--- src/logic/redundancy_power_control_pkg.sv ---
package redundancy_power_control_pkg;

    localparam int unsigned NUM_CH = 3;

    // register map: a single control register at offset zero
    localparam logic [7:0] CTRL_OFFSET = 8'h00;
    localparam logic [7:0] CTRL_RESET  = 8'h00;
    // bits 7 and 3 are read-only zero, everything else is read/write
    localparam logic [7:0] CTRL_WMASK  = 8'h77;
    localparam logic [7:0] UNMAPPED_RD = 8'h00;

    // field positions
    localparam int unsigned TX_ON_CH0_BIT = 0;
    localparam int unsigned TX_ON_CH1_BIT = 1;
    localparam int unsigned TX_ON_CH2_BIT = 2;
    localparam int unsigned RSVD_LO_BIT   = 3;
    localparam int unsigned RX_ON_CH0_BIT = 4;
    localparam int unsigned RX_ON_CH1_BIT = 5;
    localparam int unsigned RX_ON_CH2_BIT = 6;
    localparam int unsigned RSVD_HI_BIT   = 7;

    // bit index of a channel's receive-on field
    function automatic int unsigned rxBit(input int unsigned ch);
        rxBit = RX_ON_CH0_BIT + ch;
    endfunction

    // bit index of a channel's transmit-driver-on field
    function automatic int unsigned txBit(input int unsigned ch);
        txBit = TX_ON_CH0_BIT + ch;
    endfunction

endpackage

--- src/logic/redundancy_power_control.sv ---
// How it works
// - bit 6 switches channel 2 receiver: 1 on, 0 off; read/write.
// - bit 5 switches channel 1 receiver: 1 on, 0 off.
// - bit 4 switches channel 0 receiver: 1 on, 0 off.
// - receiver off powers down the whole receive path, not just its outputs.
// - receiver on passes that channel's differential line input onward.
// - bit 2 enables channel 2 transmit driver: 1 drives pulses while txDriveEnablePin[2] is high, 0 off.
// - driver off tri-states both differential line output pins.
// - bit 1 enables channel 1 transmit driver; 0 tri-states its outputs.
// - bit 0 enables channel 0 transmit driver; 0 tri-states its outputs.
`timescale 1ns/1ps
module redundancy_power_control (
    input  wire logic       clock,
    input  wire logic       rstn,
    input  wire logic [7:0] regAddr,
    input  wire logic       regWrite,
    input  wire logic       regRead,
    input  wire logic [7:0] regWdata,
    output logic      [7:0] regRdata_r,
    output logic            regRvalid_r,
    input  wire logic [2:0] txDriveEnablePin,
    input  wire logic [2:0] lineInPositive,
    input  wire logic [2:0] lineInNegative,
    output logic      [2:0] rxPowerOn_r,
    output logic      [2:0] rxDataPositive_r,
    output logic      [2:0] rxDataNegative_r,
    input  wire logic [2:0] txDataPositive,
    input  wire logic [2:0] txDataNegative,
    output logic      [2:0] lineOutPositive_r,
    output logic      [2:0] lineOutPositiveOe_r,
    output logic      [2:0] lineOutNegative_r,
    output logic      [2:0] lineOutNegativeOe_r
);

    ////////////////////////////////////////////////////////////////////////////
    // control register and read port

    logic [7:0] ctrl_r;
    logic [7:0] ctrl_nxt;
    logic [7:0] regRdata_nxt;
    logic       regRvalid_nxt;
    logic       ctrlHit;

    always_comb begin
        ctrlHit       = (regAddr == redundancy_power_control_pkg::CTRL_OFFSET);
        ctrl_nxt      = ctrl_r;
        regRdata_nxt  = regRdata_r;
        regRvalid_nxt = regRead;
        if (regWrite && ctrlHit) begin
            // reserved bits are masked off so they can never read back as one
            ctrl_nxt = regWdata & redundancy_power_control_pkg::CTRL_WMASK;
        end
        if (regRead) begin
            // a read in the same cycle as a write returns the old value
            regRdata_nxt = ctrlHit ? ctrl_r : redundancy_power_control_pkg::UNMAPPED_RD;
        end
    end

    always_ff @(posedge clock or negedge rstn) begin
        if (!rstn) begin
            ctrl_r      <= redundancy_power_control_pkg::CTRL_RESET;
            regRdata_r  <= 8'h00;
            regRvalid_r <= 1'b0;
        end else begin
            ctrl_r      <= ctrl_nxt;
            regRdata_r  <= regRdata_nxt;
            regRvalid_r <= regRvalid_nxt;
        end
    end

    ////////////////////////////////////////////////////////////////////////////
    // per-channel receive power and transmit driver control

    logic [2:0] rxPowerOn_nxt;
    logic [2:0] rxDataPositive_nxt;
    logic [2:0] rxDataNegative_nxt;
    logic [2:0] transmit_driver_on;
    logic [2:0] lineOutPositive_nxt;
    logic [2:0] lineOutNegative_nxt;

    always_comb begin
        for (int unsigned ch = 0; ch < redundancy_power_control_pkg::NUM_CH; ch++) begin
            // the power enable is taken straight from the register bit and also gates
            // both receive data outputs, so an off receiver passes no line input
            rxPowerOn_nxt[ch] = ctrl_r[redundancy_power_control_pkg::rxBit(ch)];
            rxDataPositive_nxt[ch] = rxPowerOn_nxt[ch] & lineInPositive[ch];
            rxDataNegative_nxt[ch] = rxPowerOn_nxt[ch] & lineInNegative[ch];
            // the external pin overrides software; low pin keeps driver off
            transmit_driver_on[ch] = ctrl_r[redundancy_power_control_pkg::txBit(ch)]
                       & txDriveEnablePin[ch];
            // data is forced low while off so a stale level never leaks out
            lineOutPositive_nxt[ch] = transmit_driver_on[ch] & txDataPositive[ch];
            lineOutNegative_nxt[ch] = transmit_driver_on[ch] & txDataNegative[ch];
        end
    end

    always_ff @(posedge clock or negedge rstn) begin
        if (!rstn) begin
            rxPowerOn_r         <= 3'h0;
            rxDataPositive_r    <= 3'h0;
            rxDataNegative_r    <= 3'h0;
            lineOutPositive_r   <= 3'h0;
            lineOutNegative_r   <= 3'h0;
            lineOutPositiveOe_r <= 3'h0;
            lineOutNegativeOe_r <= 3'h0;
        end else begin
            rxPowerOn_r         <= rxPowerOn_nxt;
            rxDataPositive_r    <= rxDataPositive_nxt;
            rxDataNegative_r    <= rxDataNegative_nxt;
            lineOutPositive_r   <= lineOutPositive_nxt;
            lineOutNegative_r   <= lineOutNegative_nxt;
            lineOutPositiveOe_r <= transmit_driver_on;
            lineOutNegativeOe_r <= transmit_driver_on;
        end
    end
endmodule

--- config.mk ---
export PLATFORM = sky130hd
export DESIGN_NAME = redundancy_power_control
export DESIGN_NICKNAME = d
export VERILOG_FILES = /design/src/logic/redundancy_power_control_pkg.sv /design/src/logic/redundancy_power_control.sv
export SDC_FILE = /design/constraint.sdc
export NUM_CORES = 1
export LEC_CHECK = 0
export BUFFER_PORTS_ARGS = -buffer_cell sky130_fd_sc_hd__buf_2
export CORE_MARGIN = 1.5
export CORE_UTILIZATION = 42
export DETAILED_ROUTE_END_ITERATION = 8
export PLACE_DENSITY_LB_ADDON = 0.25
export SYNTH_ARGS = -nofsm -noshare
export SYNTH_HDL_FRONTEND = slang
export SYNTH_SLANG_ARGS = --single-unit
--- constraint.sdc ---
create_clock -name clock -period 1.1 [get_ports clock]
set_input_delay 0.055 -clock clock [delete_from_list [all_inputs] [get_ports clock]]
set_output_delay 0.055 -clock clock [all_outputs]
set_load 0.01 [all_outputs]
---- Word-level counts from Yosys, hierarchy flattened ----
Cells that the tools add are included.
cells by class
  reduce and logical (&&, ||, !) cells .... 2
  mux-type cells .......................... 1
  bitwise gates (word level) .............. 15
operators with widths
  cell               count
  1-bit bitwise AND  15
  8-bit logical NOT  1
  7-bit 2-to-1 mux   1
  1-bit logical AND  1
storage, ports and cells
  register bits ........................... 33
  output and inout bits ................... 30
  logic and storage cells ................. 27
  bits of input ports ..................... 35

---- Longest topological paths before layout ----
Gate-level depths: netlist (run 1).
  depth after elaboration ................. 2
  depth in mapped cells ................... 3
  gate-level depth less buffers ........... 3

---- Worst setup path before layout (run 1) ----
Ideal clock, no wire load.
  path kind ............................... input to register
  start ................................... input regAddr[7]
  end ..................................... register ctrl_r[0]
  data required time ...................... 975 ps
  data arrival time ....................... 840 ps
  slack ................................... 136 ps
  stages .................................. 3
  path buffers ............................ 0
  library setup time ...................... 125 ps
  cells stage by stage .................... nor4_2 > nand3_2 > mux2_2
on the way
  longest elaborated chain between the ends .. 2
RTL lines
  item                  line                            RTL
  from (decl)           redundancy_power_control.sv:15  input wire logic [7:0] regAddr,
  8-bit logical NOT     redundancy_power_control.sv:45  ctrlHit = (regAddr == redundancy_power_control_pkg::CTRL_OFFSET);
  1-bit logical AND     redundancy_power_control.sv:49  if (regWrite && ctrlHit) begin
  to (signal assigned)  redundancy_power_control.sv:61  ctrl_r <= redundancy_power_control_pkg::CTRL_RESET;
  to (signal assigned)  redundancy_power_control.sv:65  ctrl_r <= ctrl_nxt;
  to (decl)             redundancy_power_control.sv:38  logic [7:0] ctrl_r;
No other way between the ends.
A chain may end at the register's enable or synchronous reset.

---- Final worst setup path (run 1) ----
  start ................................... register regRdata_r[1]
  end ..................................... output regRdata_r[1]
RTL lines
  item                    line                            RTL
  from (decl)             redundancy_power_control.sv:19  output logic [7:0] regRdata_r,
  from (signal assigned)  redundancy_power_control.sv:66  regRdata_r <= regRdata_nxt;
No word-level cell between the ends.

==> results of run 1 <==
-- placed cells by master, fill, tap and decap left out --
master	n
buf_2	60
dfrtp_1	31
dlygate4sd3_1	22
and2_1	9
nand2_1	7
and3_1	6
inv_1	6
o22ai_1	6
mux2_2	6
clkbuf_4	5
nor4_2	2
conb_1	2
clkbuf_8	2
buf_4	2
nand3_2	1
clkbuf_1	1
-- layout make-up --
| type | count | area share |
|---|---|---|
| Multi-Input combinational cell | 39 | 0.157 |
| Clock buffer | 8 | 0.0403 |
| Inverter | 6 | 0.0132 |
| Tap cell | 30 | 0.0220 |
| Sequential cell | 31 | 0.454 |
| Timing Repair Buffer | 84 | 0.314 |
-- cell families after synthesis --
| group | Yosys count | share of synthesized area |
|---|---|---|
| compound gates | 6 | 0.0340 |
| mux | 6 | 0.0612 |
| simple gates | 25 | 0.141 |
| flops | 31 | 0.703 |
| other cells | 1 | 0.00340 |
| buf+inv | 12 | 0.0578 |
-- worst max-delay path by stage --
stage,cells after the start,slack [ns],endpoint
after floorplan,3,0.14,ctrl_r[0]$_DFFE_PN0P_
after global placement,4,-0.06,ctrl_r[2]$_DFFE_PN0P_
after detailed placement,4,-0.10,ctrl_r[5]$_DFFE_PN0P_
after CTS,1,0.17,regRdata_r[1]
after global routing,1,0.14,regRdata_r[4]
final,1,0.19,regRdata_r[1]
-- layer usage --
metal  up-vias  GRT usage  share of wire
met1       415      0.182           0.37
li1        434          -              -
met5         -          0              0
met3         5     0.0492          0.073
met2        44      0.299           0.53
met4         0      0.138          0.022
-- where the power goes --
part           switching [W]  total (W)  internal, W  leakage (nW)
combinational      0.0000869   0.000213     0.000126         0.497
sequential         0.0000152    0.00118      0.00117         0.428
clock               0.000340   0.000715     0.000376        0.0386
-- sequential cells by signal, summed over array words and instances, names as in the netlist --
register             cells
lineOutNegative_r        3
rxPowerOn_r              3
regRdata_r               6
lineOutNegativeOe_r      3
rxDataPositive_r         3
lineOutPositive_r        3
ctrl_r                   6
regRvalid_r              1
rxDataNegative_r         3
-- through the flow --
step,hold slack (ns),utilization
4_1_cts,0.0145,0.689
3_5_place_dp,0.00216,0.573
5_1_grt,0.00252,0.689
3_3_place_gp,-0.00319,0.573
2_1_floorplan,-0.241,-
6_report,0.0223,0.689
==> summary.md, run 1 <==
| Metric | Value |
|---|---|
| Ranking of synthesized cells by area | dfrtp_1 (70%), mux2_2 (6.1%), and2_1 (5.1%) |
| Die area | 2940 um^2 |
| Hold depth | 2 |
| CTS buffer count | 5 |
| CTS tree | done |
| Reg2reg path depth | 1 |
| Synth top area share | 0.703 |
| Area leader, netlist | dfrtp_1 |
| Post-synthesis sequential area ratio | 0.703 |
| Setup CP Type | reg2out |
| Largest net degree at the start of global routing | 20 |
| Multi-input gate area | 268 um^2 |
| Ys Warns | 0 |
| Vias in the first global route | 803 |
| FF+latch count, synth | 31 |
| Routability congestion estimate | 0.638 |
| Final wirelength | 2290 um |
| Non-Filler Cell Area, Final | 1710 um^2 |
| Pwr Density | 1240 nW/um^2 |
| Tmin final | 0.907 ns |
| Htree depth | 2 |
| R2R Setup Slk | 0.29 ns |
| Endpoint type of the worst setup path | output port |
| Setup_tns | 0 ns |
| Max Buffers Root-to-Sink | 2 |
| CP Launch Type | register |
| Total core area | 2480 um^2 |
| Filler cells | 210 |
| Crit path buf inv count | 1 |
| First-pass GRT wire length | 3370 um |
| DRT Pass-1 Iters | 4 |
| Starting Density | 0.445 |
| Final net count | 202 |
| Fmax | 1100 MHz |
| Grt ovf | 0 |
| Most instantiated cells after synthesis | dfrtp_1 (31), and2_1 (9), nand2_1 (7) |
| CTS clk-pin slew, worst paths | 0.08 ns |
| WP data required | 1.04 ns |
| Slew Limit Fails | 0 |
| Yosys cell types | 12 |
| Die width | 54.3 um |
| DR WL/cell | 11.6 um |
| Post-Syn Area per Cell | 13.6 um^2 |
| Endpoints failing setup | 0 |
| Status | complete, no violations |
| Final std cells w/o fill | 198 |
| Placed insts | 168 |
| Hold wc startpoint | txDataPositive[1] |
| Initial antenna violation count | 0 |
| Period Utilization, post-route | 0.825 |
| VDD IR-drop max | 0.000905 V |
| Routed Antenna Nets | 0 |
| Top-level I/O count | 65 |
| Post-cts hold buffer count | 22 |
| Crit path DAT | 0.85 ns |
| Cells after Synth | 81 |
| Row cnt | 18 |
| Die H | 54.3 um |
| Leak pwr | 0.963 nW |
| Hold Vio Cnt, Final | 0 |
| Root Driver | clkbuf_4 |
| DP Area | 1420 um^2 |
| CP peak stage delay | 0.40 ns |
| CP cell instances | buf_2 |
| Via count | 898 |
| Hpwl dp | 1520 um |
| Vias/cell | 4.54 |
| FF-to-FF Start | ctrl_r[1]$_DFFE_PN0P_ |
| Layout cells sized above 1 | 0.464 |
| Post-CTS Setup Bufs | 0 |
| Mapped cell area | 1100 um^2 |
| Most frequent cell after synthesis | dfrtp_1 |
| Clock Skews | 0.00573 ns |
| Family with the most delay on the worst path | flip-flops |
| Reg2Reg Capture Point | ctrl_r[1]$_DFFE_PN0P_ |
| RSZ-0062 raised after global routing | false |
| PostCTS Resize Cnt | 0 |
| Ant diodes | 0 |
| Worst-path fanout max | 2 |
| DRT iter0 DRCs | 8 |
| Area Overhead vs Synth | 54.8% |
| Final worst setup slack | 0.193 ns |
| Skew-Pair Late Insertion Delay | 0.31 ns |
| Num Clock Sinks | 31 |
| Crit path launch | regRdata_r[1]$_DFFE_PN0P_ |
| Synth async-reset ratio | 1.00 |
| Sequential cell area | 776 um^2 |
| Max-cap check violation count | 0 |
| Number of flops mapped to enable cells by yosys | 0 |
| Min-delay worst type | in2reg |
| DRC Markers | 0 |
| Overall power | 0.00211 W |
| Primary FF master, synth | dfrtp_1 |
| GRT Total Usage | 0.176 |
| Slowest cell on crit path | dfrtp_1 |
| Hold Path End | lineOutPositive_r[1]$_DFF_PN0_ |
| Post-placement setup slack | -0.101 ns |
| Port bufs | 60 |
No activity file was read; power rests on OpenSTA's default activity.
==> inputs of run 2 (changes only) <==
--- a/config.mk
+++ b/config.mk
@@ -7,7 +7,7 @@
 export LEC_CHECK = 0
 export BUFFER_PORTS_ARGS = -buffer_cell sky130_fd_sc_hd__buf_2
 export CORE_MARGIN = 1.5
-export CORE_UTILIZATION = 42
+export CORE_UTILIZATION = 38
 export DETAILED_ROUTE_END_ITERATION = 8
 export PLACE_DENSITY_LB_ADDON = 0.25
 export SYNTH_ARGS = -nofsm -noshare
==> constraint.sdc (replaced) <==
create_clock -name clock -period 0.8 [get_ports clock]
set_input_delay 0.04 -clock clock [delete_from_list [all_inputs] [get_ports clock]]
set_output_delay 0.04 -clock clock [all_outputs]
set_load 0.01 [all_outputs]
==> summary.md, run 2 (synthesis results as in run 1) <==
| Metric | Value |
|---|---|
| Layout cells sized above 1 | 0.471 (was 0.464) |
| Tmin final | 0.894 ns |
| VDD IR-drop max | 0.00126 V (was 0.000905 V) |
| Grt ovf | 0 (unchanged) |
| Pwr Density | 1520 nW/um^2 (was 1240 nW/um^2) |
| Crit path DAT | 0.85 ns (about the same) |
| Root Driver | clkbuf_4 (unchanged) |
| Clock Skews | 0.00778 ns (was 0.00573 ns) |
| Slew Limit Fails | 0 (unchanged) |
| Num Clock Sinks | 31 (unchanged) |
| CP Launch Type | register (unchanged) |
| Skew-Pair Late Insertion Delay | 0.32 ns (was 0.31 ns) |
| Family with the most delay on the worst path | flip-flops (unchanged) |
| Leak pwr | 1.00 nW (was 0.963 nW) |
| Commonest cells after routing, fill and taps aside | buf_2 (54), dfrtp_1 (31), dlygate4sd3_1 (23) (was buf_2 (60), dfrtp_1 (31), dlygate4sd3_1 (22)) |
| Worst-path fanout max | 2 (unchanged) |
| CTS tree | done (unchanged) |
| Max-cap check violation count | 0 (unchanged) |
| Gr busiest metal | met2 (unchanged) |
| Endpoint type of the worst setup path | output port (unchanged) |
| Largest regs | ctrl_r x6, regRdata_r x6 (unchanged) |
| Largest net degree at the start of global routing | 32 (was 20) |
| CTS buffer count | 5 (unchanged) |
| Endpoints failing setup | 30 (was 0) |
| Vias/cell | 4.49 (was 4.54) |
| Final wirelength | 2450 um (was 2290 um) |
| Min-delay worst type | in2reg (unchanged) |
| Routed Antenna Nets | 0 (unchanged) |
| Global-route met3 utilization | 0.0553 (was 0.0492) |
| Vias in the first global route | 920 (was 803) |
| Initial antenna violation count | 0 (unchanged) |
| CP peak stage delay | 0.41 ns (was 0.40 ns) |
| Final worst setup slack | -0.0936 ns (was 0.193 ns) |
| CTS clk-pin slew, worst paths | 0.09 ns (was 0.08 ns) |
| Setup CP Type | reg2out (unchanged) |
| First-pass GRT wire length | 3910 um (was 3370 um) |
| Htree depth | 2 (unchanged) |
| DR WL/cell | 12.2 um (was 11.6 um) |
| WP data required | 0.76 ns (was 1.04 ns) |
| Crit path buf inv count | 1 (unchanged) |
| GRT Total Usage | 0.165 (was 0.176) |
| Final net count | 206 (was 202) |
| Port bufs | 60 (unchanged) |
| Via count | 902 (was 898) |
| Starting Density | 0.400 (was 0.445) |
| Hold Vio Cnt, Final | 0 (unchanged) |
| Commonest non-fill, non-tap cell in the layout | buf_2 (unchanged) |
| Ant diodes | 0 (unchanged) |
| Die H | 56.9 um (was 54.3 um) |
| Max Buffers Root-to-Sink | 2 (unchanged) |
| Fmax | 1120 MHz |
| DRC Markers | 0 (unchanged) |
| Period Utilization, post-route | 1.12 |
| RSZ-0062 raised after global routing | true (was false) |
| Top-level I/O count | 65 (unchanged) |
| DRT Pass-1 Iters | 3 (was 4) |
| Hpwl dp | 1560 um (was 1520 um) |
| CP cell instances | buf_6 (was buf_2) |
| Failing checks | setup timing |
| Status | finished, violations left (was complete, no violations) |
| Post-placement setup slack | -0.312 ns (was -0.101 ns) |
| Die area | 3240 um^2 (was 2940 um^2) |
| Total core area | 2760 um^2 (was 2480 um^2) |
| Slowest cell on crit path | dfrtp_1 (unchanged) |
| DRT iter0 DRCs | 11 (was 8) |
| Area Overhead vs Synth | 64.1% (was 54.8%) |
| Setup_tns | -1.66 ns (was 0 ns) |
| Row cnt | 19 (was 18) |
| Routing usage on met2 | 0.286 (was 0.299) |
| Met1 Resource Use GR | 0.179 (was 0.182) |
| Die width | 56.9 um (was 54.3 um) |
| Routability congestion estimate | 0.704 (was 0.638) |
-- run 2: changes by cell type in the layout (fill, tap and decap cells not counted), sizes merged --
cell / previous run / this run
clkbuf: 8 / 7
dlygate4sd3: 22 / 23
buf: 62 / 64
-- run 2: final timing paths --
| kind | end | from | slack, ns | cells past startpoint |
|---|---|---|---|---|
| max | regRdata_r[5] | regRdata_r[5]$_DFFE_PN0P_ | -0.09 | 1 |
| max reg2reg | ctrl_r[2]$_DFFE_PN0P_ | ctrl_r[2]$_DFFE_PN0P_ | -0.01 | 1 |
| max in group asynchronous | lineOutNegative_r[0]$_DFF_PN0_ | rstn | 0.44 | 3 |
| min in group asynchronous | rxDataPositive_r[0]$_DFF_PN0_ | rstn | 0.19 | 3 |
| min | ctrl_r[2]$_DFFE_PN0P_ | regWrite | 0.13 | 3 |
| min reg2reg | rxPowerOn_r[0]$_DFF_PN0_ | ctrl_r[4]$_DFFE_PN0P_ | 0.45 | 0 |
-- run 2: cell type report --
type	instances	area, um^2
tap	31	38.8
fill	221	947
timing repair buffer	88	622
clock buffer	6	41.3
inverter	6	22.5
sequential	31	776
multi-input combinational	39	310
-- run 2: through the flow --
stage | instance area, um^2 | hold slack, ns | total power, W | cells | utilization
2_1_floorplan | 1120 | -0.256 | 0.00173 | 82 | -
3_5_place_dp | 1440 | 0.00498 | 0.00189 | 168 | 0.523
3_3_place_gp | 1440 | 0.00339 | 0.00188 | 168 | 0.523
4_1_cts | 1750 | 0.139 | 0.00276 | 199 | 0.635
5_1_grt | 1810 | 0.118 | 0.00290 | 201 | 0.657
6_report | 1810 | 0.133 | 0.00275 | 201 | 0.657
-- run 2: layer usage --
layer,wire (um),vias to the layer above
met1,1000,416
met5,0,-
met2,1230,40
met4,49,0
met3,174,8
li1,-,438
-- run 2: repair_timing --
item	CTS	global route
endpoints found under the setup margin	32	39
pin swaps	0	3
endpoints found under the hold margin	53	0
resized for setup	5	10
buffers inserted	2	2
hold buffers	23	0
-- run 2: power by group --
| part | internal, W | total [W] | leakage [nW] | switching, W |
|---|---|---|---|---|
| clock | 0.000312 | 0.000775 | 0.0242 | 0.000463 |
| sequential | 0.00160 | 0.00163 | 0.428 | 0.0000215 |
| combinational | 0.000210 | 0.000346 | 0.551 | 0.000136 |
